**src/rxim_pkg.sv**
```systemverilog
// Package: register map, field positions and reset values of the rx irq mask block
package rxim_pkg;

    localparam int RXIM_CHANNELS = 8;
    localparam int RXIM_ENABLE_W = 16;
    localparam int RXIM_MAC_W    = 2;
    localparam int RXIM_EVT_W    = 18;
    localparam int RXIM_ADDR_W   = 8;
    localparam int RXIM_DATA_W   = 32;
    localparam int RXIM_BE_W     = 4;

    localparam logic [7:0] RXIM_OFS_ENABLE_SET   = 8'h00;
    localparam logic [7:0] RXIM_OFS_ENABLE_CLEAR = 8'h04;
    localparam logic [7:0] RXIM_OFS_MAC_RAW      = 8'h08;
    localparam logic [7:0] RXIM_OFS_RX_RAW       = 8'h0C;
    localparam logic [7:0] RXIM_OFS_RX_MASKED    = 8'h10;
    localparam logic [7:0] RXIM_OFS_EVT_STATUS   = 8'h14;
    localparam logic [7:0] RXIM_OFS_EVT_MASK     = 8'h18;

    localparam int RXIM_RECV_LSB    = 0;
    localparam int RXIM_THRESH_LSB  = 8;
    localparam int RXIM_STAT_BIT    = 0;
    localparam int RXIM_HOST_BIT    = 1;
    localparam int RXIM_EVT_MAC_LSB = 16;

    localparam logic [15:0] RXIM_ENABLE_RST   = 16'h0000;
    localparam logic [17:0] RXIM_EVT_MASK_RST = 18'h00000;
    localparam logic [31:0] RXIM_RDATA_RST    = 32'h00000000;
    localparam logic [31:0] RXIM_UNMAPPED_RD  = 32'h00000000;

    typedef enum logic [0:0] {
        RXIM_BUS_IDLE = 1'b0,
        RXIM_BUS_ACK  = 1'b1
    } rxim_bus_t;

endpackage

```
**src/rxim_sticky.sv**
```systemverilog
// Sticky event status with write-one-to-clear and masked level interrupt
`timescale 1ns/1ps
`default_nettype none
module rxim_sticky #(
    parameter int W = 18
) (
    input  wire logic         clk,
    input  wire logic         rst,
    input  wire logic [W-1:0] set_evt,
    input  wire logic [W-1:0] clr,
    input  wire logic [W-1:0] mask,
    output var  logic [W-1:0] status,
    output var  logic         irq
);
    import rxim_pkg::*;

    typedef struct packed {
        logic [W-1:0] status;
        logic         irq;
    } rxim_sticky_state_t;

    rxim_sticky_state_t state_q;
    rxim_sticky_state_t state_d;

    always_comb begin
        state_d        = state_q;
        // Set wins over a clear in the same cycle
        state_d.status = (state_q.status & ~clr) | set_evt;
        state_d.irq    = |(state_d.status & mask);
    end

    always_ff @(posedge clk) begin
        if (rst) begin
            state_q <= '0;
        end else begin
            state_q <= state_d;
        end
    end

    assign status = state_q.status;
    assign irq    = state_q.irq;
endmodule
`default_nettype wire

```
**src/rxim_sync.sv**
```systemverilog
// Two-stage synchroniser for a vector of pending levels
`timescale 1ns/1ps
`default_nettype none
module rxim_sync #(
    parameter int W = 8
) (
    input  wire logic         clk,
    input  wire logic         rst,
    input  wire logic [W-1:0] async_in,
    output var  logic [W-1:0] sync_out
);
    import rxim_pkg::*;

    typedef struct packed {
        logic [W-1:0] meta;
        logic [W-1:0] stable;
    } rxim_sync_state_t;

    rxim_sync_state_t state_q;
    rxim_sync_state_t state_d;

    always_comb begin
        state_d        = state_q;
        state_d.meta   = async_in;
        state_d.stable = state_q.meta;
    end

    always_ff @(posedge clk) begin
        if (rst) begin
            state_q <= '0;
        end else begin
            state_q <= state_d;
        end
    end

    assign sync_out = state_q.stable;
endmodule
`default_nettype wire

```
**src/rxim_top.sv**
```systemverilog
// Receive interrupt enable masks, raw and masked status views, Avalon-MM slave
//
// Summary of operation
// - Writing one to set bits 15..8 enables threshold irq of channel bit-8.
// - Writing one to set bits 7..0 enables receive irq of that channel.
// - Zero bits written to the set register leave enables unchanged.
// - Writing one to clear bits 15..8 disables threshold irq of channel bit-8.
// - Writing one to clear bits 7..0 disables receive irq of that channel.
// - Zero bits written to the clear register leave enables unchanged.
// - All sixteen enables reset to zero; bits 31..16 read zero.
// - MAC raw status bit 1 shows host error pending before masking.
// - MAC raw status bit 0 shows statistics pending before masking.
// - MAC raw status is read-only; bits 31..2 read zero.
// - Per channel raw threshold and receive pending sit in bits 15..8, 7..0.
// - Masked receive status is raw pending ANDed with the channel enable.
`timescale 1ns/1ps
`default_nettype none
module rxim_top #(
    parameter int CHANNELS = rxim_pkg::RXIM_CHANNELS
) (
    input  wire logic                            clk,
    input  wire logic                            rst,
    input  wire logic [rxim_pkg::RXIM_ADDR_W-1:0] avs_address,
    input  wire logic                            avs_read,
    input  wire logic                            avs_write,
    input  wire logic [rxim_pkg::RXIM_DATA_W-1:0] avs_writedata,
    input  wire logic [rxim_pkg::RXIM_BE_W-1:0]   avs_byteenable,
    output var  logic [rxim_pkg::RXIM_DATA_W-1:0] avs_readdata,
    output var  logic                            avs_waitrequest,
    input  wire logic [CHANNELS-1:0]             rx_thresh_pending,
    input  wire logic [CHANNELS-1:0]             rx_recv_pending,
    input  wire logic                            host_error_pending,
    input  wire logic                            statistics_pending,
    output var  logic [CHANNELS-1:0]             rx_thresh_irq,
    output var  logic [CHANNELS-1:0]             rx_recv_irq,
    output var  logic [2*CHANNELS-1:0]           rx_irq_enable,
    output var  logic                            irq
);
    import rxim_pkg::*;

    localparam int EW = 2 * CHANNELS;
    localparam int VW = EW + RXIM_MAC_W;

    typedef struct packed {
        rxim_bus_t         bus;
        logic              waitreq;
        logic [31:0]       rdata;
        logic [EW-1:0]     enable;
        logic [VW-1:0]     evt_mask;
        logic [EW-1:0]     rx_masked;
        logic [VW-1:0]     prev_src;
    } rxim_state_t;

    rxim_state_t state_q;
    rxim_state_t state_d;

    logic [EW-1:0]           rx_raw_async;
    logic [EW-1:0]           rx_raw;
    logic [RXIM_MAC_W-1:0]   mac_raw_async;
    logic [RXIM_MAC_W-1:0]   mac_raw;
    logic [VW-1:0]           src_now;
    logic [VW-1:0]           evt_set;
    logic [VW-1:0]           evt_clr;
    logic [VW-1:0]           evt_status;
    logic                    sticky_irq;
    logic [31:0]             be_mask;
    logic [31:0]             wdata_eff;
    logic [31:0]             rd_mux;
    logic                    req;
    logic                    wr_take;

    // Raw per channel view: threshold above, receive below
    always_comb begin
        rx_raw_async = '0;
        rx_raw_async[RXIM_THRESH_LSB +: CHANNELS] = rx_thresh_pending;
        rx_raw_async[RXIM_RECV_LSB +: CHANNELS]   = rx_recv_pending;
        mac_raw_async = '0;
        mac_raw_async[RXIM_HOST_BIT] = host_error_pending;
        mac_raw_async[RXIM_STAT_BIT] = statistics_pending;
    end

    rxim_sync #(
        .W (EW)
    ) u_sync_rx (
        .clk      (clk),
        .rst      (rst),
        .async_in (rx_raw_async),
        .sync_out (rx_raw)
    );

    rxim_sync #(
        .W (RXIM_MAC_W)
    ) u_sync_mac (
        .clk      (clk),
        .rst      (rst),
        .async_in (mac_raw_async),
        .sync_out (mac_raw)
    );

    // Event sources: threshold and receive pending bits below, MAC pending bits above
    assign src_now = {mac_raw, rx_raw};
    assign evt_set = src_now & ~state_q.prev_src;

    // Byte lane expansion
    always_comb begin
        be_mask = '0;
        for (int i = 0; i < RXIM_BE_W; i++) begin
            be_mask[i*8 +: 8] = {8{avs_byteenable[i]}};
        end
    end

    assign wdata_eff = avs_writedata & be_mask;
    assign req       = avs_read | avs_write;
    assign wr_take   = (state_q.bus == RXIM_BUS_ACK) && avs_write;

    // Event status clear strobe, applied at the accepting edge
    always_comb begin
        evt_clr = '0;
        if (wr_take && (avs_address == RXIM_OFS_EVT_STATUS)) begin
            evt_clr = wdata_eff[VW-1:0];
        end
    end

    rxim_sticky #(
        .W (VW)
    ) u_sticky (
        .clk     (clk),
        .rst     (rst),
        .set_evt (evt_set),
        .clr     (evt_clr),
        .mask    (state_q.evt_mask),
        .status  (evt_status),
        .irq     (sticky_irq)
    );

    // Read data selection
    always_comb begin
        rd_mux = RXIM_UNMAPPED_RD;
        case (avs_address)
            RXIM_OFS_ENABLE_SET: begin
                rd_mux[EW-1:0] = state_q.enable;
            end
            RXIM_OFS_ENABLE_CLEAR: begin
                rd_mux[EW-1:0] = state_q.enable;
            end
            RXIM_OFS_MAC_RAW: begin
                rd_mux[RXIM_MAC_W-1:0] = mac_raw;
            end
            RXIM_OFS_RX_RAW: begin
                rd_mux[EW-1:0] = rx_raw;
            end
            RXIM_OFS_RX_MASKED: begin
                rd_mux[EW-1:0] = rx_raw & state_q.enable;
            end
            RXIM_OFS_EVT_STATUS: begin
                rd_mux[VW-1:0] = evt_status;
            end
            RXIM_OFS_EVT_MASK: begin
                rd_mux[VW-1:0] = state_q.evt_mask;
            end
            default: begin
                rd_mux = RXIM_UNMAPPED_RD;
            end
        endcase
    end

    // Next state
    always_comb begin
        state_d           = state_q;
        state_d.prev_src  = src_now;
        state_d.rx_masked = rx_raw & state_q.enable;
        case (state_q.bus)
            RXIM_BUS_IDLE: begin
                if (req) begin
                    state_d.bus     = RXIM_BUS_ACK;
                    state_d.waitreq = 1'b0;
                    state_d.rdata   = avs_read ? rd_mux : RXIM_RDATA_RST;
                end
            end
            RXIM_BUS_ACK: begin
                state_d.bus     = RXIM_BUS_IDLE;
                state_d.waitreq = 1'b1;
                if (wr_take) begin
                    case (avs_address)
                        RXIM_OFS_ENABLE_SET: begin
                            // Ones set, zeros keep
                            state_d.enable = state_q.enable
                                           | wdata_eff[EW-1:0];
                        end
                        RXIM_OFS_ENABLE_CLEAR: begin
                            // Ones clear, zeros keep
                            state_d.enable = state_q.enable
                                           & ~wdata_eff[EW-1:0];
                        end
                        RXIM_OFS_EVT_MASK: begin
                            state_d.evt_mask = (state_q.evt_mask & ~be_mask[VW-1:0])
                                             | wdata_eff[VW-1:0];
                        end
                        default: begin
                            // Read-only and unmapped writes are dropped
                            state_d.enable = state_q.enable;
                        end
                    endcase
                end
            end
            default: begin
                state_d.bus     = RXIM_BUS_IDLE;
                state_d.waitreq = 1'b1;
            end
        endcase
    end

    always_ff @(posedge clk) begin
        if (rst) begin
            state_q.bus       <= RXIM_BUS_IDLE;
            state_q.waitreq   <= 1'b1;
            state_q.rdata     <= RXIM_RDATA_RST;
            state_q.enable    <= RXIM_ENABLE_RST[EW-1:0];
            state_q.evt_mask  <= RXIM_EVT_MASK_RST[VW-1:0];
            state_q.rx_masked <= '0;
            state_q.prev_src  <= '0;
        end else begin
            state_q <= state_d;
        end
    end

    // Outputs straight from flops
    assign avs_readdata    = state_q.rdata;
    assign avs_waitrequest = state_q.waitreq;
    assign rx_thresh_irq   = state_q.rx_masked[RXIM_THRESH_LSB +: CHANNELS];
    assign rx_recv_irq     = state_q.rx_masked[RXIM_RECV_LSB +: CHANNELS];
    assign rx_irq_enable   = state_q.enable;
    assign irq             = sticky_irq;
endmodule
`default_nettype wire

```
**config.mk**
```make
export PLATFORM = sky130hd
export DESIGN_NAME = rxim_top
export DESIGN_NICKNAME = d
export VERILOG_FILES = /design/src/rxim_pkg.sv /design/src/rxim_sticky.sv /design/src/rxim_sync.sv /design/src/rxim_top.sv
export SDC_FILE = /design/constraint.sdc
export NUM_CORES = 1
export LEC_CHECK = 0
export ABC_AREA = 1
export BUFFER_PORTS_ARGS = -buffer_cell sky130_fd_sc_hd__buf_2
export CAP_MARGIN = 20
export CELL_PAD_IN_SITES_DETAIL_PLACEMENT = 0
export CELL_PAD_IN_SITES_GLOBAL_PLACEMENT = 1
export CORE_ASPECT_RATIO = 1.75
export CORE_MARGIN = 3
export CORE_UTILIZATION = 39
export DETAILED_ROUTE_END_ITERATION = 10
export PLACE_DENSITY = 0.79
export SETUP_SLACK_MARGIN = 0.5
export SLEW_MARGIN = 10
export SYNTH_ARGS = -nofsm -noshare
export SYNTH_HDL_FRONTEND = slang
export SYNTH_SLANG_ARGS = --single-unit
```
**constraint.sdc**
```tcl
create_clock -name clk -period 2.3 [get_ports clk]
set_input_delay 0.575 -clock clk [delete_from_list [all_inputs] [get_ports clk]]
set_output_delay 0.575 -clock clk [all_outputs]
set_load 0.02 [all_outputs]
```
==> results of run 1 <==
-- report_power, final --
part	switching [uW]	internal, uW	total [uW]	leakage (uW)
Combinational	216	104	320	0.00179
Clock	1110	1530	2640	0.000266
Sequential	18.0	2530	2550	0.00116
Total	1350	4170	5510	0.00322
-- metrics by stage --
stage	std cells	worst slack (ns)	instance area, um2	hold slack, ns	power, uW
2_1_floorplan	838	0.528	6200	0.388	2820
3_3_place_gp	1056	0.0858	6620	0.389	2920
3_5_place_dp	1056	0.0632	6620	0.392	2920
4_1_cts	1088	0.504	7190	0.350	5550
5_1_grt	1089	0.399	7230	0.357	5710
6_report	1089	0.622	7230	0.355	5510
-- cell type report --
cell class,instances,area (um2)
clock inverters,14,130
inverters,103,389
well taps,186,233
clock buffers,18,439
repair buffers,133,857
flip-flops and latches,143,2860
multi-input cells,492,2320
fillers,1555,8160
-- synthesized netlist by cell type, drive strengths merged --
master     n  area share [%]
a21oi     82             6.7
a32o       2            0.33
buf       77             9.2
clkbuf    23             1.4
clkinv     1           0.061
conb       1           0.061
dfxtp    143              47
inv      102             6.2
nand2    151             9.2
nand3     20             1.8
nand4     11             1.1
nor2      76             5.2
nor3      33             2.7
nor3b     16             2.0
o2111ai    1            0.14
o21ai     66             5.4
o22ai      2            0.20
o31ai      1            0.12
or2       17             1.7
-- what timing repair did --
| action | CTS | global route |
|---|---|---|
| gates resized for setup | 3 | 13 |
| cloned | 0 | 0 |
| setup buffers | 0 | 1 |
| endpoints found under the setup margin | 1 | 30 |
| pin swaps | 0 | 2 |
-- layer usage --
metal / GRT usage (%) / up-vias / wire length, um / part of all wire (%)
li1: - / 2673 / - / -
met1: 21.7 / 2351 / 6570 / 41
met2: 33.5 / 149 / 8140 / 51
met3: 4.24 / 31 / 889 / 5.5
met4: 7.75 / 0 / 475 / 3.0
met5: 0 / - / 0 / 0
-- logic make-up after synthesis --
group | Yosys count
buffers and inverters | 203
DFF | 143
AOI/OAI and AO/OA | 154
other | 1
and+or+nand+nor | 324
-- worst max-delay path, cell delays in order --
cell     delay, ns
buf_2         0.10
inv_1         0.04
nand2_1       0.08
nor2_4        0.19
buf_12        0.18
nand2_1       0.10
nor2_2        0.18
inv_4         0.12
nor2_4        0.14
buf_12        0.14
nand2_1       0.05
a21oi_1       0.13
-- path summary, 6_finish.rpt --
check             cells past startpoint                    end                 start
setup / recovery                     12                   flop        avs_address[6]
hold / removal                        3   u_sync_rx.state_d[7]    rx_recv_pending[7]
setup reg to reg                     11           u_sticky.irq          state_q[101]
hold reg to reg                       2  u_sync_rx.sync_out[6]  u_sync_rx.state_d[6]
==> flow_metrics.env, run 1 <==
export IMPL_cts_root_buffer="clkbuf_16"
export IMPL_peakVddDrop_v=0.000449
export IMPL_dr_pass1_iters=4
export IMPL_start_kind="primary input"
export IMPL_cts_buffer_depth=2
export IMPL_routedWlPerCell_um=14.8
export IMPL_synth_xor_area_share_pct=0
export IMPL_avgSynthCellArea_um2=7.46
export IMPL_die_w_um=101
export IMPL_synth_compound_area_share_pct=12.8
export IMPL_setup_viol=0
export IMPL_seq_area_frac_synth_pct=46.5
export IMPL_port_buffers=102
export IMPL_synthSimpleGateAreaFrac_pct=23.7
export IMPL_fin_skew_ns=0.0132
export IMPL_synthMuxAreaShare_pct=0
export IMPL_grt_pass1_wl_mm=25.4
export IMPL_track_usage_pct=18.9
export IMPL_fmax_mhz=596
export IMPL_slew_viol_final=0
export IMPL_vias=5204
export IMPL_syn_area_mm2=0.00616
export IMPL_synth_fa_ha_area_share_pct=0
export IMPL_cts_tree="done"
export IMPL_grt_pass1_vias=5133
export IMPL_core_mm2=0.0154
export IMPL_drive_above_1_share_pct=21.9
export IMPL_hold_class="primary input to flop"
export IMPL_cts_htree_levels=4
export IMPL_num_antenna_cells=0
export IMPL_crit_fanout=21
export IMPL_ant_nets=0
export IMPL_nets=956
export IMPL_die_area_mm2=0.0174
export IMPL_synth_top_family_by_area="simple AND/OR/NAND/NOR gates"
export IMPL_ys_warn_count=0
export IMPL_gr_total_overflow=0
export IMPL_gp_congestion=0.874
export IMPL_hold_buffers=0
export IMPL_synthCells=825
export IMPL_area_growth_pct=17.5
export IMPL_place_hpwl_mm=11.5
export IMPL_cp_end_kind="flop"
export IMPL_ios=132
export IMPL_cts_sinks=143
export IMPL_drt_first_iter_violations=302
export IMPL_fin_crit_sh_pct=73.0
export IMPL_finalWirelength_mm=16.1
export IMPL_fin_util_pct=47.0
export IMPL_arrival_ns=2.03
export IMPL_path_class="primary input to flop"
export IMPL_min_period_ns=1.68
export IMPL_rsz0062_at_grt="true"
export IMPL_p_leak_uw=0.00322
export IMPL_hold_viol=0
export IMPL_ys_ff_latch=143
export IMPL_floorplan_initialDensity_pct=40.0
export IMPL_yosys_cell_types_count=28
export IMPL_antenna_found_initial=0
export IMPL_status="finished, final reports clean"
export IMPL_viasPerCell=4.78
export IMPL_setup_tns_ns=0
export IMPL_rrSetupSlack_ns=0.63
export IMPL_route_detailed_drc=0
export IMPL_max_cap_viol_count=0
export IMPL_grt_max_degree=47
export IMPL_clk_pin_slew_ns=0.06
export IMPL_worstPathRequired_ns=2.65
export IMPL_rows=60
export IMPL_clk_latency_ns=0.42
export IMPL_layout_commonest_cell="nand2_1"
export IMPL_numCtsBuffers=17
export IMPL_die_h_um=172
export IMPL_cellPowerDensity_mw_per_mm2=762
export IMPL_most_common_layout_cells="nand2_1, dfxtp_1, buf_2"
(Power assumes the default switching activity.)
==> inputs of run 2 (changes only) <==
--- a/config.mk
+++ b/config.mk
@@ -12,9 +12,9 @@
 export CELL_PAD_IN_SITES_GLOBAL_PLACEMENT = 1
 export CORE_ASPECT_RATIO = 1.75
 export CORE_MARGIN = 3
-export CORE_UTILIZATION = 39
+export CORE_UTILIZATION = 35
 export DETAILED_ROUTE_END_ITERATION = 10
-export PLACE_DENSITY = 0.79
+export PLACE_DENSITY = 0.75
 export SETUP_SLACK_MARGIN = 0.5
 export SLEW_MARGIN = 10
 export SYNTH_ARGS = -nofsm -noshare
==> constraint.sdc (replaced) <==
create_clock -name clk -period 1.47 [get_ports clk]
set_input_delay 0.3675 -clock clk [delete_from_list [all_inputs] [get_ports clk]]
set_output_delay 0.3675 -clock clk [all_outputs]
set_load 0.02 [all_outputs]
==> flow_metrics.env, run 2 (synthesis gave the netlist of run 1 again) <==
export IMPL_cts_tree="done"
export IMPL_ios=132
export IMPL_min_path_cells=3
export IMPL_design_power_total_uw=9200
export IMPL_finalWirelength_mm=18.1
export IMPL_min_period_ns=1.49
export IMPL_dr_pass1_iters=6
export IMPL_die_w_um=106
export IMPL_peakVddDrop_v=0.000596
export IMPL_setup_slack_ns=-0.0159
export IMPL_p_leak_uw=0.00389
export IMPL_worstPathRequired_ns=1.79
export IMPL_cts_htree_levels=4
export IMPL_reg2reg_depth=12
export IMPL_fmax_mhz=673
export IMPL_rows=63
export IMPL_multi_input_area_mm2=0.00290
export IMPL_cts_root_buffer="clkbuf_16"
export IMPL_placedInstanceArea_mm2=0.00725
export IMPL_die_h_um=181
export IMPL_route_detailed_drc=0
export IMPL_gr_total_overflow=0
export IMPL_crit_fanout=9
export IMPL_grt_max_degree=24
export IMPL_seq_area_mm2=0.00293
export IMPL_hold_class="primary input to flop"
export IMPL_gp_congestion=0.815
export IMPL_area_growth_pct=48.2
export IMPL_routedWlPerCell_um=15.0
export IMPL_hold_buffers=0
export IMPL_place_hpwl_mm=12.4
export IMPL_min_to="u_sync_rx.state_d[1]"
export IMPL_nFillCells=1646
export IMPL_port_buffers=102
export IMPL_clk_latency_ns=0.43
export IMPL_drive_above_1_share_pct=45.7
export IMPL_die_area_mm2=0.0193
export IMPL_critPathLaunch="state_q[101]"
export IMPL_floorplan_initialDensity_pct=36.0
export IMPL_layout_commonest_cell="nand2_1"
export IMPL_ant_nets=0
export IMPL_cts_buffer_depth=2
export IMPL_rrSetupSlack_ns=-0.02
export IMPL_cellPowerDensity_mw_per_mm2=1010
export IMPL_max_cap_viol_count=0
export IMPL_cp_end_kind="flop"
export IMPL_hold_viol=0
export IMPL_r2r_start="state_q[101]"
export IMPL_clk_pin_slew_ns=0.07
export IMPL_fin_crit_sh_pct=101
export IMPL_violations="setup timing"
export IMPL_fin_skew_ns=0.0112
export IMPL_arrival_ns=1.80
export IMPL_nets=1033
export IMPL_num_antenna_cells=0
export IMPL_antenna_found_initial=0
export IMPL_stdcell_area_mm2=0.00913
export IMPL_core_mm2=0.0171
export IMPL_setup_viol=2
export IMPL_rsz0062_at_grt="true"
export IMPL_rr_endpoint="u_sticky.irq"
export IMPL_vias=5534
export IMPL_path_class="flop to flop"
export IMPL_track_usage_pct=18.3
export IMPL_grt_pass1_vias=5337
export IMPL_grt_pass1_wl_mm=27.3
export IMPL_start_kind="flop"
export IMPL_numCtsBuffers=17
export IMPL_slew_viol_final=0
export IMPL_most_common_layout_cells="nand2_1, dfxtp_1, inv_1"
export IMPL_drt_first_iter_violations=180
export IMPL_cts_sinks=143
export IMPL_hp_start="rx_recv_pending[1]"
export IMPL_status="finished, violations left"
export IMPL_viasPerCell=4.58
## run 2: cell count changes in the layout (fill, tap and decap cells not counted), sizes merged
cell	before	now
clkbuf	18	19
buf	133	210
inv	107	102
bufinv	1	3
clkinvlp	5	7
## run 2: power breakdown
part | switching, uW | internal [uW] | leakage (uW) | total [uW]
clock network | 1720 | 2710 | 0.000273 | 4430
logic | 446 | 322 | 0.00243 | 768
registers | 35.0 | 3960 | 0.00119 | 4000
total | 2200 | 7000 | 0.00389 | 9200
## run 2: worst max path at each step
| stage | to | slack [ns] | cells after the start |
|---|---|---|---|
| 2_1_floorplan | flop | -0.002 | 11 |
| 5_1_grt | u_sticky.irq | -0.13 | 12 |
| 3_5_place_dp | avs_readdata[1] | -0.45 | 12 |
| 6_report | u_sticky.irq | -0.02 | 12 |
| 3_3_place_gp | avs_readdata[1] | -0.44 | 12 |
| 4_1_cts | u_sticky.irq | -0.005 | 12 |
## run 2: metal layers
layer  GRT usage, %  share of wire [%]
met1           21.3                 40
met2           32.1                 53
met3           3.49                3.9
met4           8.61                2.7
met5              0                  0
## run 2: repair_timing
action,in CTS,in global routing
pin swaps,4,31
gates resized for setup,143,218
setup endpoints to repair,124,125
buffers inserted,6,19
## run 2: stage by stage
step | instances | util (%) | setup slack [ns] | TNS (ns) | hold WS, ns
3_5_place_dp | 1150 | 42.4 | -0.453 | -19.32 | 0.393
6_report | 1207 | 53.3 | -0.0159 | -0.0205 | 0.133
5_1_grt | 1207 | 53.3 | -0.127 | -0.498 | 0.137
2_1_floorplan | 838 | - | -0.00248 | -0.0148 | 0.388
4_1_cts | 1188 | 48.2 | -0.00539 | -0.00539 | 0.123
3_3_place_gp | 1150 | 42.4 | -0.436 | -18.45 | 0.390
## run 2: final cells by class
type                            instances  share of cell area [%]
Tap cell                              227                    3.11
Timing Repair Buffer                  210                    21.5
Multi-Input combinational cell        492                    31.8
Sequential cell                       143                    32.1
Clock buffer                           19                    4.85
Clock inverter                         13                    1.81
Inverter                              103                    4.79
## run 2: critical path: stages, from the launching register on
cell and delay [ns]:
dfxtp_2 0.35, nand2_4 0.06, inv_4 0.07, nand3_4 0.07, buf_12 0.16, o21ai_2 0.13, o21ai_2 0.08, nand2_1 0.12
nand2_1 0.06, nor2_1 0.08, nand2_1 0.05, nor2_1 0.10, nor2_1 0.04
